<file path="config.mk">
export PLATFORM = sky130hd
export DESIGN_NAME = rtam_alarm_match
export DESIGN_NICKNAME = d
export VERILOG_FILES = /design/src/logic/rtam_pkg.sv /design/src/logic/rtam_alarm_match.sv /design/src/logic/rtam_field_match.sv /design/src/logic/rtam_sticky_flag.sv
export SDC_FILE = /design/constraint.sdc
export NUM_CORES = 1
export LEC_CHECK = 0
export BUFFER_PORTS_ARGS = -buffer_cell sky130_fd_sc_hd__buf_2
export CORE_UTILIZATION = 46
export CTS_CLUSTER_SIZE = 16
export DETAILED_ROUTE_END_ITERATION = 16
export PLACE_DENSITY = 0.86
export SYNTH_ARGS = -nofsm -noshare
export SYNTH_HDL_FRONTEND = slang
export SYNTH_SLANG_ARGS = --single-unit
</file>
<file path="constraint.sdc">
create_clock -name clock -period 2.1 [get_ports clock]
set_clock_uncertainty 0.1 [all_clocks]
set_input_delay 0.315 -clock clock [delete_from_list [all_inputs] [get_ports clock]]
set_output_delay 0.315 -clock clock [all_outputs]
set_load 0.01 [all_outputs]
</file>
<file path="src/logic/rtam_pkg.sv">
// Package: constants and types for the time alarm compare block
package rtam_pkg;

    // ------------------------------------------------------------
    // Register byte addresses
    // ------------------------------------------------------------
    localparam logic [31:0] ADDR_TIME_ALARM  = 32'h400e_1470;
    localparam logic [31:0] ADDR_LOCK_MODE   = 32'h400e_1480;
    localparam logic [31:0] ADDR_EVT_STATUS  = 32'h400e_1484;
    localparam logic [31:0] ADDR_EVT_MASK    = 32'h400e_1488;

    // ------------------------------------------------------------
    // Alarm register field layout
    // ------------------------------------------------------------
    localparam int SS_LSB      = 0;
    localparam int SS_W        = 7;
    localparam int SS_EN_BIT   = 7;
    localparam int MM_LSB      = 8;
    localparam int MM_W        = 7;
    localparam int MM_EN_BIT   = 15;
    localparam int HH_LSB      = 16;
    localparam int HH_W        = 6;
    localparam int HALF_BIT    = 22;
    localparam int HH_EN_BIT   = 23;

    localparam logic [31:0] ALARM_WMASK = 32'h00ff_ffff;
    localparam logic [31:0] ALARM_RESET = 32'h0000_0000;

    // ------------------------------------------------------------
    // Lock mode, event status and mask layout
    // ------------------------------------------------------------
    localparam int LOCK_BIT      = 0;
    localparam int EVT_ALARM_BIT = 0;
    localparam int EVT_VIOL_BIT  = 1;
    localparam int EVT_W         = 2;
    localparam logic             LOCK_RESET = 1'b0;
    localparam logic [EVT_W-1:0] MASK_RESET = 2'h0;

    // Current time from the clock counters, BCD coded
    typedef struct packed {
        logic            halfDayPm;
        logic [HH_W-1:0] hour;
        logic [MM_W-1:0] minute;
        logic [SS_W-1:0] second;
    } rtam_time_s;

    // APB slave answer bundle
    typedef struct packed {
        logic        ready;
        logic        slvErr;
        logic [31:0] rdata;
    } rtam_apb_rsp_s;

endpackage : rtam_pkg

</file>
<file path="src/logic/rtam_alarm_match.sv">
// Module: time-of-day alarm register, compare logic and APB slave
//
// Chosen here: the APB register port.
module rtam_alarm_match
    import rtam_pkg::*;
(
    input  wire logic        clock,
    input  wire logic        rst_n,
    input  wire logic        psel,
    input  wire logic        penable,
    input  wire logic        pwrite,
    input  wire logic [31:0] paddr,
    input  wire logic [31:0] pwdata,
    output logic [31:0]      prdata,
    output logic             pready,
    output logic             pslverr,
    input  wire rtam_time_s  curTime,
    output logic             alarmEvent,
    output logic             irq
);

    // ------------------------------------------------------------
    // State
    // ------------------------------------------------------------
    logic [31:0]      timeAlarm_reg;
    logic [31:0]      timeAlarm_next;
    logic             writeLock_reg;
    logic             writeLock_next;
    logic [EVT_W-1:0] evtMask_reg;
    logic [EVT_W-1:0] evtMask_next;
    rtam_apb_rsp_s    rsp_reg;
    rtam_apb_rsp_s    rsp_next;
    logic             matchPrev_reg;
    logic             matchPrev_next;
    logic             alarmEvent_reg;
    logic             alarmEvent_next;
    logic             irq_reg;
    logic             irq_next;

    logic             accessEnd;
    logic             wrEnd;
    logic             rdEnd;
    logic             hitAlarm;
    logic             hitLock;
    logic             hitStatus;
    logic             hitMask;
    logic             mapped;
    logic             lockedWrite;
    logic             ssEn;
    logic             mmEn;
    logic             hhEn;
    logic             ssHit;
    logic             mmHit;
    logic             hhHit;
    logic             anyEn;
    logic             matchNow;
    logic [EVT_W-1:0] evtStatus;
    logic             statusClear;

    // ------------------------------------------------------------
    // APB decode
    // ------------------------------------------------------------
    // Transfer completes on the edge where pready is already high
    assign accessEnd = psel && penable && rsp_reg.ready;
    assign wrEnd     = accessEnd && pwrite;
    assign rdEnd     = accessEnd && !pwrite;

    // Address decoding
    always_comb begin
        hitAlarm  = 1'b0;
        hitLock   = 1'b0;
        hitStatus = 1'b0;
        hitMask   = 1'b0;
        if (paddr == ADDR_TIME_ALARM) begin
            hitAlarm = 1'b1;
        end else if (paddr == ADDR_LOCK_MODE) begin
            hitLock = 1'b1;
        end else if (paddr == ADDR_EVT_STATUS) begin
            hitStatus = 1'b1;
        end else if (paddr == ADDR_EVT_MASK) begin
            hitMask = 1'b1;
        end
    end

    assign mapped      = hitAlarm || hitLock || hitStatus || hitMask;
    assign lockedWrite = wrEnd && hitAlarm && writeLock_reg;
    assign statusClear = rdEnd && hitStatus;

    // ------------------------------------------------------------
    // Field compare
    // ------------------------------------------------------------
    assign ssEn = timeAlarm_reg[SS_EN_BIT];
    assign mmEn = timeAlarm_reg[MM_EN_BIT];
    assign hhEn = timeAlarm_reg[HH_EN_BIT];

    // Seconds field against seconds counter
    rtam_field_match #(
        .W (SS_W)
    ) u_ssMatch (
        .enable  (ssEn),
        .target  (timeAlarm_reg[SS_LSB +: SS_W]),
        .current (curTime.second),
        .hit     (ssHit)
    );

    // Minutes field against minutes counter
    rtam_field_match #(
        .W (MM_W)
    ) u_mmMatch (
        .enable  (mmEn),
        .target  (timeAlarm_reg[MM_LSB +: MM_W]),
        .current (curTime.minute),
        .hit     (mmHit)
    );

    // Hours plus half-day flag against hour counter
    rtam_field_match #(
        .W (HH_W + 1)
    ) u_hhMatch (
        .enable  (hhEn),
        .target  ({timeAlarm_reg[HALF_BIT],
                   timeAlarm_reg[HH_LSB +: HH_W]}),
        .current ({curTime.halfDayPm, curTime.hour}),
        .hit     (hhHit)
    );

    // Needs one enabled field and every enabled field equal
    assign anyEn    = ssEn || mmEn || hhEn;
    assign matchNow = anyEn && ssHit && mmHit && hhHit;

    // ------------------------------------------------------------
    // Event flags
    // ------------------------------------------------------------
    // Alarm event flag
    rtam_sticky_flag u_alarmFlag (
        .clock      (clock),
        .rst_n      (rst_n),
        .setPulse   (alarmEvent_next),
        .clearPulse (statusClear),
        .flag       (evtStatus[EVT_ALARM_BIT])
    );

    // Locked-write violation flag
    rtam_sticky_flag u_violFlag (
        .clock      (clock),
        .rst_n      (rst_n),
        .setPulse   (lockedWrite),
        .clearPulse (statusClear),
        .flag       (evtStatus[EVT_VIOL_BIT])
    );

    // ------------------------------------------------------------
    // Next-state logic
    // ------------------------------------------------------------
    // Registers, bus answer, event and interrupt
    always_comb begin
        timeAlarm_next  = timeAlarm_reg;
        writeLock_next  = writeLock_reg;
        evtMask_next    = evtMask_reg;
        rsp_next        = rsp_reg;
        matchPrev_next  = matchNow;
        // Fire once when the compare becomes true
        alarmEvent_next = matchNow && !matchPrev_reg;
        irq_next        = |(evtStatus & evtMask_reg);

        if (wrEnd && hitAlarm && !writeLock_reg) begin
            timeAlarm_next = pwdata & ALARM_WMASK;
        end
        if (wrEnd && hitLock) begin
            writeLock_next = pwdata[LOCK_BIT];
        end
        if (wrEnd && hitMask) begin
            evtMask_next = pwdata[EVT_W-1:0];
        end

        // One wait state, then pready with data
        rsp_next.ready  = psel && penable && !rsp_reg.ready;
        rsp_next.slvErr = 1'b0;
        rsp_next.rdata  = 32'h0000_0000;
        if (psel && penable && !rsp_reg.ready) begin
            rsp_next.slvErr = !mapped;
            if (!pwrite) begin
                if (hitAlarm) begin
                    rsp_next.rdata = timeAlarm_reg;
                end else if (hitLock) begin
                    rsp_next.rdata = {31'h0, writeLock_reg};
                end else if (hitStatus) begin
                    rsp_next.rdata = {30'h0, evtStatus};
                end else if (hitMask) begin
                    rsp_next.rdata = {30'h0, evtMask_reg};
                end
            end
        end
    end

    // ------------------------------------------------------------
    // Registers
    // ------------------------------------------------------------
    // State update
    always_ff @(posedge clock or negedge rst_n) begin
        if (!rst_n) begin
            timeAlarm_reg  <= ALARM_RESET;
            writeLock_reg  <= LOCK_RESET;
            evtMask_reg    <= MASK_RESET;
            rsp_reg        <= '0;
            matchPrev_reg  <= 1'b0;
            alarmEvent_reg <= 1'b0;
            irq_reg        <= 1'b0;
        end else begin
            timeAlarm_reg  <= timeAlarm_next;
            writeLock_reg  <= writeLock_next;
            evtMask_reg    <= evtMask_next;
            rsp_reg        <= rsp_next;
            matchPrev_reg  <= matchPrev_next;
            alarmEvent_reg <= alarmEvent_next;
            irq_reg        <= irq_next;
        end
    end

    assign prdata     = rsp_reg.rdata;
    assign pready     = rsp_reg.ready;
    assign pslverr    = rsp_reg.slvErr;
    assign alarmEvent = alarmEvent_reg;
    assign irq        = irq_reg;
endmodule // rtam_alarm_match

</file>
<file path="src/logic/rtam_field_match.sv">
// Module: one BCD alarm field compare with its match enable
module rtam_field_match
    import rtam_pkg::*;
#(
    parameter int W = 7
) (
    input  wire logic         enable,
    input  wire logic [W-1:0] target,
    input  wire logic [W-1:0] current,
    output logic              hit
);

    // ------------------------------------------------------------
    // Disabled field never blocks the match
    // ------------------------------------------------------------
    assign hit = !enable || (target == current);

endmodule // rtam_field_match

</file>
<file path="src/logic/rtam_sticky_flag.sv">
// Module: sticky event flag, set wins over clear-on-read
module rtam_sticky_flag
    import rtam_pkg::*;
(
    input  wire logic clock,
    input  wire logic rst_n,
    input  wire logic setPulse,
    input  wire logic clearPulse,
    output logic      flag
);

    logic flag_reg;
    logic flag_next;

    // Next value, set has priority
    always_comb begin
        flag_next = setPulse || (flag_reg && !clearPulse);
    end

    // Flag storage
    always_ff @(posedge clock or negedge rst_n) begin
        if (!rst_n) begin
            flag_reg <= 1'b0;
        end else begin
            flag_reg <= flag_next;
        end
    end

    assign flag = flag_reg;

endmodule // rtam_sticky_flag

</file>
==> results of run 1 <==
-- through the flow --
step / setup TNS, ps / hold WS, ps
6_report: 0 / 118
3_5_place_dp: -4600 / 303
5_1_grt: 0 / 115
4_1_cts: 0 / 100
3_3_place_gp: -3580 / 295
2_1_floorplan: -3490 / -80.6
-- synth_stat cells, drive strengths merged --
cell	instances
a21o	1
a21oi	2
a22o	1
a32oi	1
and2	22
and4	1
buf	11
clkbuf	2
conb	1
dfrtp	58
inv	3
mux2	27
nand2	5
nand2b	1
nand3	2
nand4	8
nor2	3
nor2b	2
nor3	4
nor4	5
nor4b	5
nor4bb	1
o21a	1
o21ai	2
o22ai	1
o2bb2ai	2
o41ai	2
or2	1
or3	1
or4	1
or4b	1
xnor2	15
xor2	6
-- worst paths after layout --
check	cells after the start	from	to	slack (ps)
max in group asynchronous	3	rst_n	prdata[19]$_DFF_PN0_	820
min in group asynchronous	2	rst_n	prdata[5]$_DFF_PN0_	490
worst max-delay path	7	paddr[21]	timeAlarm_reg[7]$_DFFE_PN0P_	120
worst min-delay path	2	pwdata[23]	timeAlarm_reg[23]$_DFFE_PN0P_	120
worst max register to register	4	pready$_DFF_PN0_	timeAlarm_reg[7]$_DFFE_PN0P_	320
worst min register to register	1	matchPrev_reg$_DFF_PN0_	alarmEvent$_DFF_PN0_	360
-- cell families (layout without fill, tap and decap cells) --
group | count (synthesis) | in the layout | synth area share [%]
buffers and inverters | 16 | 143 | 4.41
AO/OA/AOI/OAI | 13 | 13 | 3.67
other | 1 | 8 | 0.147
AND/OR/NAND/NOR | 63 | 63 | 15.9
XOR/XNOR | 21 | 21 | 7.20
flip-flops | 58 | 58 | 56.8
multiplexers | 27 | 27 | 11.9
-- per-layer routing --
layer	share of wire [%]	track usage, %
met1	37	23.9
met2	55	39.4
met3	5.6	5.39
met4	2.6	12.9
met5	0	0
-- cell type report --
| class | count | area, sq um | area share, % |
|---|---|---|---|
| Clock buffer | 11 | 151 | 4.33 |
| Clock inverter | 3 | 40.0 | 1.15 |
| Inverter | 3 | 11.3 | 0.322 |
| Multi-Input combinational cell | 132 | 1050 | 30.1 |
| Sequential cell | 58 | 1450 | 41.5 |
| Tap cell | 70 | 87.6 | 2.51 |
| Timing Repair Buffer | 126 | 701 | 20.0 |
-- power groups by stage --
stage / clock network [mW] / registers, mW / logic (mW)
global route: 1.06 / 1.12 / 0.182
floorplan: 0 / 1.14 / 0.0489
finish: 0.997 / 1.12 / 0.164
global placement: 0 / 1.14 / 0.157
CTS: 1.01 / 1.12 / 0.167
detailed placement: 0 / 1.14 / 0.164
-- timing repair --
item	4_1_cts	5_1_grt
hold buffers	1	0
buffers inserted	0	0
hold endpoints to repair	31	0
==> summary.txt, run 1 <==
Run status
  • Status: finished clean

CTS
  • Clock root buffer: clkbuf_8
  • Clock Path Buffers: 2
  • Worst-Skew Late Latency: around 320 ps
  • Post-CTS Resized: 0
  • CTS tree: done
  • Clock sinks: between 50 and 60
  • CTS buffer count: 9
  • Clk slew on worst S/H paths: 60 ps
  • Total number of H-tree levels: 3

Routing
  • Initial DRC count: about 110
  • Vias/cell: 5.05
  • DR pass1 iterations: 4
  • Routed wire length: between 5000 and 6000 um
  • Routed Antenna Nets: 0
  • Vias: around 2000
  • Post-route DRC: 0
  • Drt wl/cell: between 10 and 15 um

Power and ir drop
  • Gate power share: under 10%
  • Switching part of the total: approximately a fifth
  • Clock power frac: 43.7%
  • Pwr Total: about 2.3 mW
  • P_sw: between 0.4 and 0.5 mW
  • Pint: between 1.5 and 2 mW
  • Sequential group share of total power: about half
  • LEAKAGE: roughly 1.9 nW
  • P per Cell Area: approximately 650 nW/um^2
  • Max IR drop VDD: approximately 450 uV

GRT
  • First-pass GRT wire length: around 9800 um
  • Initial antenna violation count: 0
  • Largest net degree at the start of global routing: 33
  • Vias in the first global route: between 2000 and 2500
  • Tot GR Track Use: roughly 22%
  • Gr ovfl total: 0

Cells and area
  • Commonest non-fill, non-tap cell in the layout: buf_2
  • Fin nets: 420
  • Share of layout cells above drive strength 1: around half
  • Fillers: between 400 and 500
  • Final core occ: approximately two thirds
  • # diodes: 0
  • Non-filler cells, final: between 400 and 500
  • Area delta synth->final: 36.8%
  • Design Area, Final: 3500 sq um
  • Most frequent cells in the layout: buf_2, dfrtp_1, mux2_2

Synth
  • Cells after synthesis: ~200
  • YS warnings: 0
  • Netlist Area Pre-Place: about 2600 sq um
  • Synth area leaders: dfrtp_1, mux2_2, and2_1
  • Avg Cell Area, Syn: 12.8 sq um
  • Register area share after synthesis: 56.8%
  • Post-synth top area cell: dfrtp_1
  • Post-synth top area share: approximately 57%
  • Post-synth cell types: 36
  • FF+latch count, synth: 58

Die
  • Die span in x: 76.5 um
  • Die Area: 5860 sq um
  • Site Rows: 26
  • Initial core utilization: approximately half
  • Die H: 76.5 um
  • Core area: about 5200 sq um
  • # IOs: roughly 130

Timing
  • Min cycle time layout: between 1500 and 2000 ps
  • Fin. max-slew vios: 0
  • Worst Setup Slack, final: 124 ps
  • Maximum clock frequency: about 510 MHz
  • Finish-stage setup viols: 0
  • Worst slew pin tran: slightly above 700 ps
  • Relative slew slack: a little over half
  • RSZ-0062 raised after global routing: false
  • Fin. Hold Viols: 0
  • Final Cycle Share: between 90% and 100%

Placement
  • Place WS: -202 ps
  • Hpwl dp: between 4000 and 5000 um
  • Placed insts: a little under 400
  • IO Port Bufs: around 110
  • Placed Area: 3290 sq um
  • RD Place Congestion: 0.859

Critical path
  • CP required: approximately 2200 ps
  • Critical path's slowest cell: mux2_2
  • Worst Path Max Fanout: 24
  • Critical path arrival: 2080 ps
  • Crit start category: input pin
  • Crit path cell chain: buf_2 > nor4_2 > nand4_1 > or2_1 > nor4b_4 > buf_12 > mux2_2
  • CP Capture Type: register
  • Worst path buffer plus inverter count: 2
  • Family with the most delay on the worst path: simple AND/OR/NAND/NOR gates
  • Critical path type: input pin to register
  • Crit path largest cell delay: around 370 ps

Flow run
  • Max Cap Viol: 0

Min path
  • Class of the worst hold path: input pin to register
No activity file was read; power rests on OpenSTA's default activity.
==> run 2, diff against run 1 <==
--- a/config.mk
+++ b/config.mk
@@ -6,7 +6,9 @@
 export NUM_CORES = 1
 export LEC_CHECK = 0
 export BUFFER_PORTS_ARGS = -buffer_cell sky130_fd_sc_hd__buf_2
-export CORE_UTILIZATION = 46
+export CELL_PAD_IN_SITES_DETAIL_PLACEMENT = 0
+export CELL_PAD_IN_SITES_GLOBAL_PLACEMENT = 2
+export CORE_UTILIZATION = 28
 export CTS_CLUSTER_SIZE = 16
 export DETAILED_ROUTE_END_ITERATION = 16
 export PLACE_DENSITY = 0.86
==> run 2 against run 1 <==
Clock-buffer cell count rose by 1. Global-route usage is 9.1 points lower. Maximum frequency increased by 0.88%. Final cell count is 10% higher. Sequential cell count unchanged. Design area up 2.1%. Sequential share of layout area decreased by 0.84 points. Setup slack improved by 17 ps. Register-to-register slack lost 30 ps. Sequential power hardly changed. Highest routed layer unchanged.
==> summary.txt, run 2 (same netlist as run 1, synthesis figures left out) <==
CTS
  • Clk slew on worst S/H paths: 70 ps (about the same)
  • CTS tree: done
  • Clock sinks: 58 (unchanged)
  • Clock root buffer: clkbuf_8
  • CTS buffer count: 9 (unchanged)
  • Clock Path Buffers: 2 (unchanged)
  • Total number of H-tree levels: 3 (unchanged)
  • Worst-Skew Late Latency: 330 ps (about the same)

Critical path
  • CP required: 2210 ps (about the same)
  • Flop-to-flop setup slack: 290 ps (-30 ps)
  • R2R Path End: timeAlarm_reg[21]$_DFFE_PN0P_
  • CP Capture Type: register
  • Worst Path Max Fanout: 8 (-67%)
  • Critical path arrival: 2070 ps (about the same)
  • Crit start category: input pin
  • Critical path type: input pin to register
  • Worst R2R Path Depth: 4 (unchanged)
  • Worst r2r src: pready$_DFF_PN0_

Min path
  • Hold Path Sink: timeAlarm_reg[14]$_DFFE_PN0P_
  • Hold Path Stages: 2 (unchanged)
  • Class of the worst hold path: input pin to register
  • Hold path start: pwdata[14]

Cells and area
  • Share of layout cells above drive strength 1: 52.2% (+0.57 points)
  • Fin nets: 422 (+0.48%)
  • # diodes: 0 (unchanged)
  • Design Area, Final: 3570 sq um (+2.1%)
  • Most frequent cells in the layout: buf_2, dfrtp_1, mux2_2
  • Commonest non-fill, non-tap cell in the layout: buf_2
  • Fillers: 866 (+110%)
  • Area delta synth->final: 39.7%
  • Non-filler cells, final: 445 (+10%)
  • Final core occ: 40.7% (-26 points)

Run status
  • Status: finished clean

GRT
  • Tot GR Track Use: 13.1% (-9.1 points)
  • First-pass GRT wire length: 9650 um (-1.8%)
  • Initial antenna violation count: 0 (unchanged)
  • Largest net degree at the start of global routing: 23 (-30%)
  • Vias in the first global route: 2004 (-7.4%)
  • Gr ovfl total: 0 (unchanged)

Timing
  • Final Cycle Share: 93.3% (-0.82 points)
  • Worst hold slack: 111 ps (-7.46 ps)
  • Worst slew pin tran: 484 ps (-230 ps)
  • Fin. Hold Viols: 0 (unchanged)
  • Setup tns final: 0 ps (unchanged)
  • Worst Setup Slack, final: 142 ps (+17.2 ps)
  • Fin. max-slew vios: 0 (unchanged)
  • Finish-stage setup viols: 0 (unchanged)
  • Min cycle time layout: 1960 ps (-17.2 ps)
  • RSZ-0062 raised after global routing: false
  • Relative slew slack: 67.3% (+15 points)
  • Maximum clock frequency: 511 MHz (+0.88%)

Die
  • Die Area: 9510 sq um (+62%)
  • Core area: 8760 sq um (+67%)
  • Site Rows: 34 (+31%)
  • Die H: 97.5 um (+27%)
  • # IOs: 126 (unchanged)
  • Die span in x: 97.5 um (+27%)
  • Initial core utilization: 29.2% (-20 points)

Placement
  • Hpwl dp: 4620 um (+1.1%)
  • RD Place Congestion: 0.817 (-4.9%)
  • Placed Area: 3340 sq um (+1.5%)
  • Placed insts: 428 (+10%)
  • IO Port Bufs: 109 (unchanged)
  • Place WS: -231 ps (-29.9 ps)

Routing
  • Vias: 1899 (-6.7%)
  • DR pass1 iterations: 4 (unchanged)
  • Drt wl/cell: 13.0 um (-12%)
  • Routed Antenna Nets: 0 (unchanged)
  • Post-route DRC: 0 (unchanged)
  • Routed wire length: 5780 um (-2.8%)
  • Initial DRC count: 22 (-80%)
  • Vias/cell: 4.27 (-16%)

Power and ir drop
  • P per Cell Area: 658 nW/um^2 (+0.74%)
  • Pwr Total: 2.35 mW (+2.8%)
  • LEAKAGE: 1.88 nW (+0.95%)
  • Max IR drop VDD: 380 uV (-15%)

Flow run
  • Max Cap Viol: 0 (unchanged)
==> run 2: changes by cell type in the layout (fill, tap and decap cells not counted) <==
cell / change
clkinv_4: +1
buf_4: +3
clkbuf_8: +1
buf_12: -1
==> run 2: layout make-up <==
class	count	area (sq um)	area share, %
sequential	58	1450	40.7
multi-input combinational	132	1050	29.5
timing repair buffer	128	703	19.7
clock buffer	12	165	4.63
tap	108	135	3.79
clock inverter	4	48.8	1.37
inverter	3	11.3	0.316
==> run 2: per-layer routing <==
metal | up-vias | GRT usage (%) | share of wire [%]
met5 | - | 0 | 0
met4 | 0 | 4.30 | 0.66
met3 | 2 | 4.75 | 6.1
met2 | 57 | 21.2 | 50
met1 | 885 | 16.0 | 43
li1 | 955 | - | -
==> run 2: worst max-delay path by stage <==
stage                          from                            end  cells after the start
after floorplan           paddr[27]   timeAlarm_reg[0]$_DFFE_PN0P_                      7
after global placement    paddr[20]  timeAlarm_reg[17]$_DFFE_PN0P_                      7
after detailed placement  paddr[27]  timeAlarm_reg[21]$_DFFE_PN0P_                      7
after CTS                 paddr[27]  timeAlarm_reg[21]$_DFFE_PN0P_                      7
after global routing      paddr[13]  timeAlarm_reg[16]$_DFFE_PN0P_                      7
final                      paddr[2]  timeAlarm_reg[21]$_DFFE_PN0P_                      6
==> run 2: critical path: stages <==
cell     delay (ps)
buf_2           100
nor4_1          380
nand4_1         260
nor4b_4         420
buf_4           240
mux2_2          340
==> run 2: timing repair <==
| item | 4_1_cts | 5_1_grt |
|---|---|---|
| endpoints found under the hold margin | 20 | 0 |
| hold buffers | 1 | 0 |
| gates resized for setup | 0 | 0 |
| buffers inserted | 0 | 0 |
| endpoints found under the setup margin | 0 | 5 |
==> run 2: power breakdown <==
part / internal (mW) / switching, mW
clock network: 0.643 / 0.424
logic: 0.0844 / 0.0753
registers: 1.12 / 0.00137
total: 1.85 / 0.501
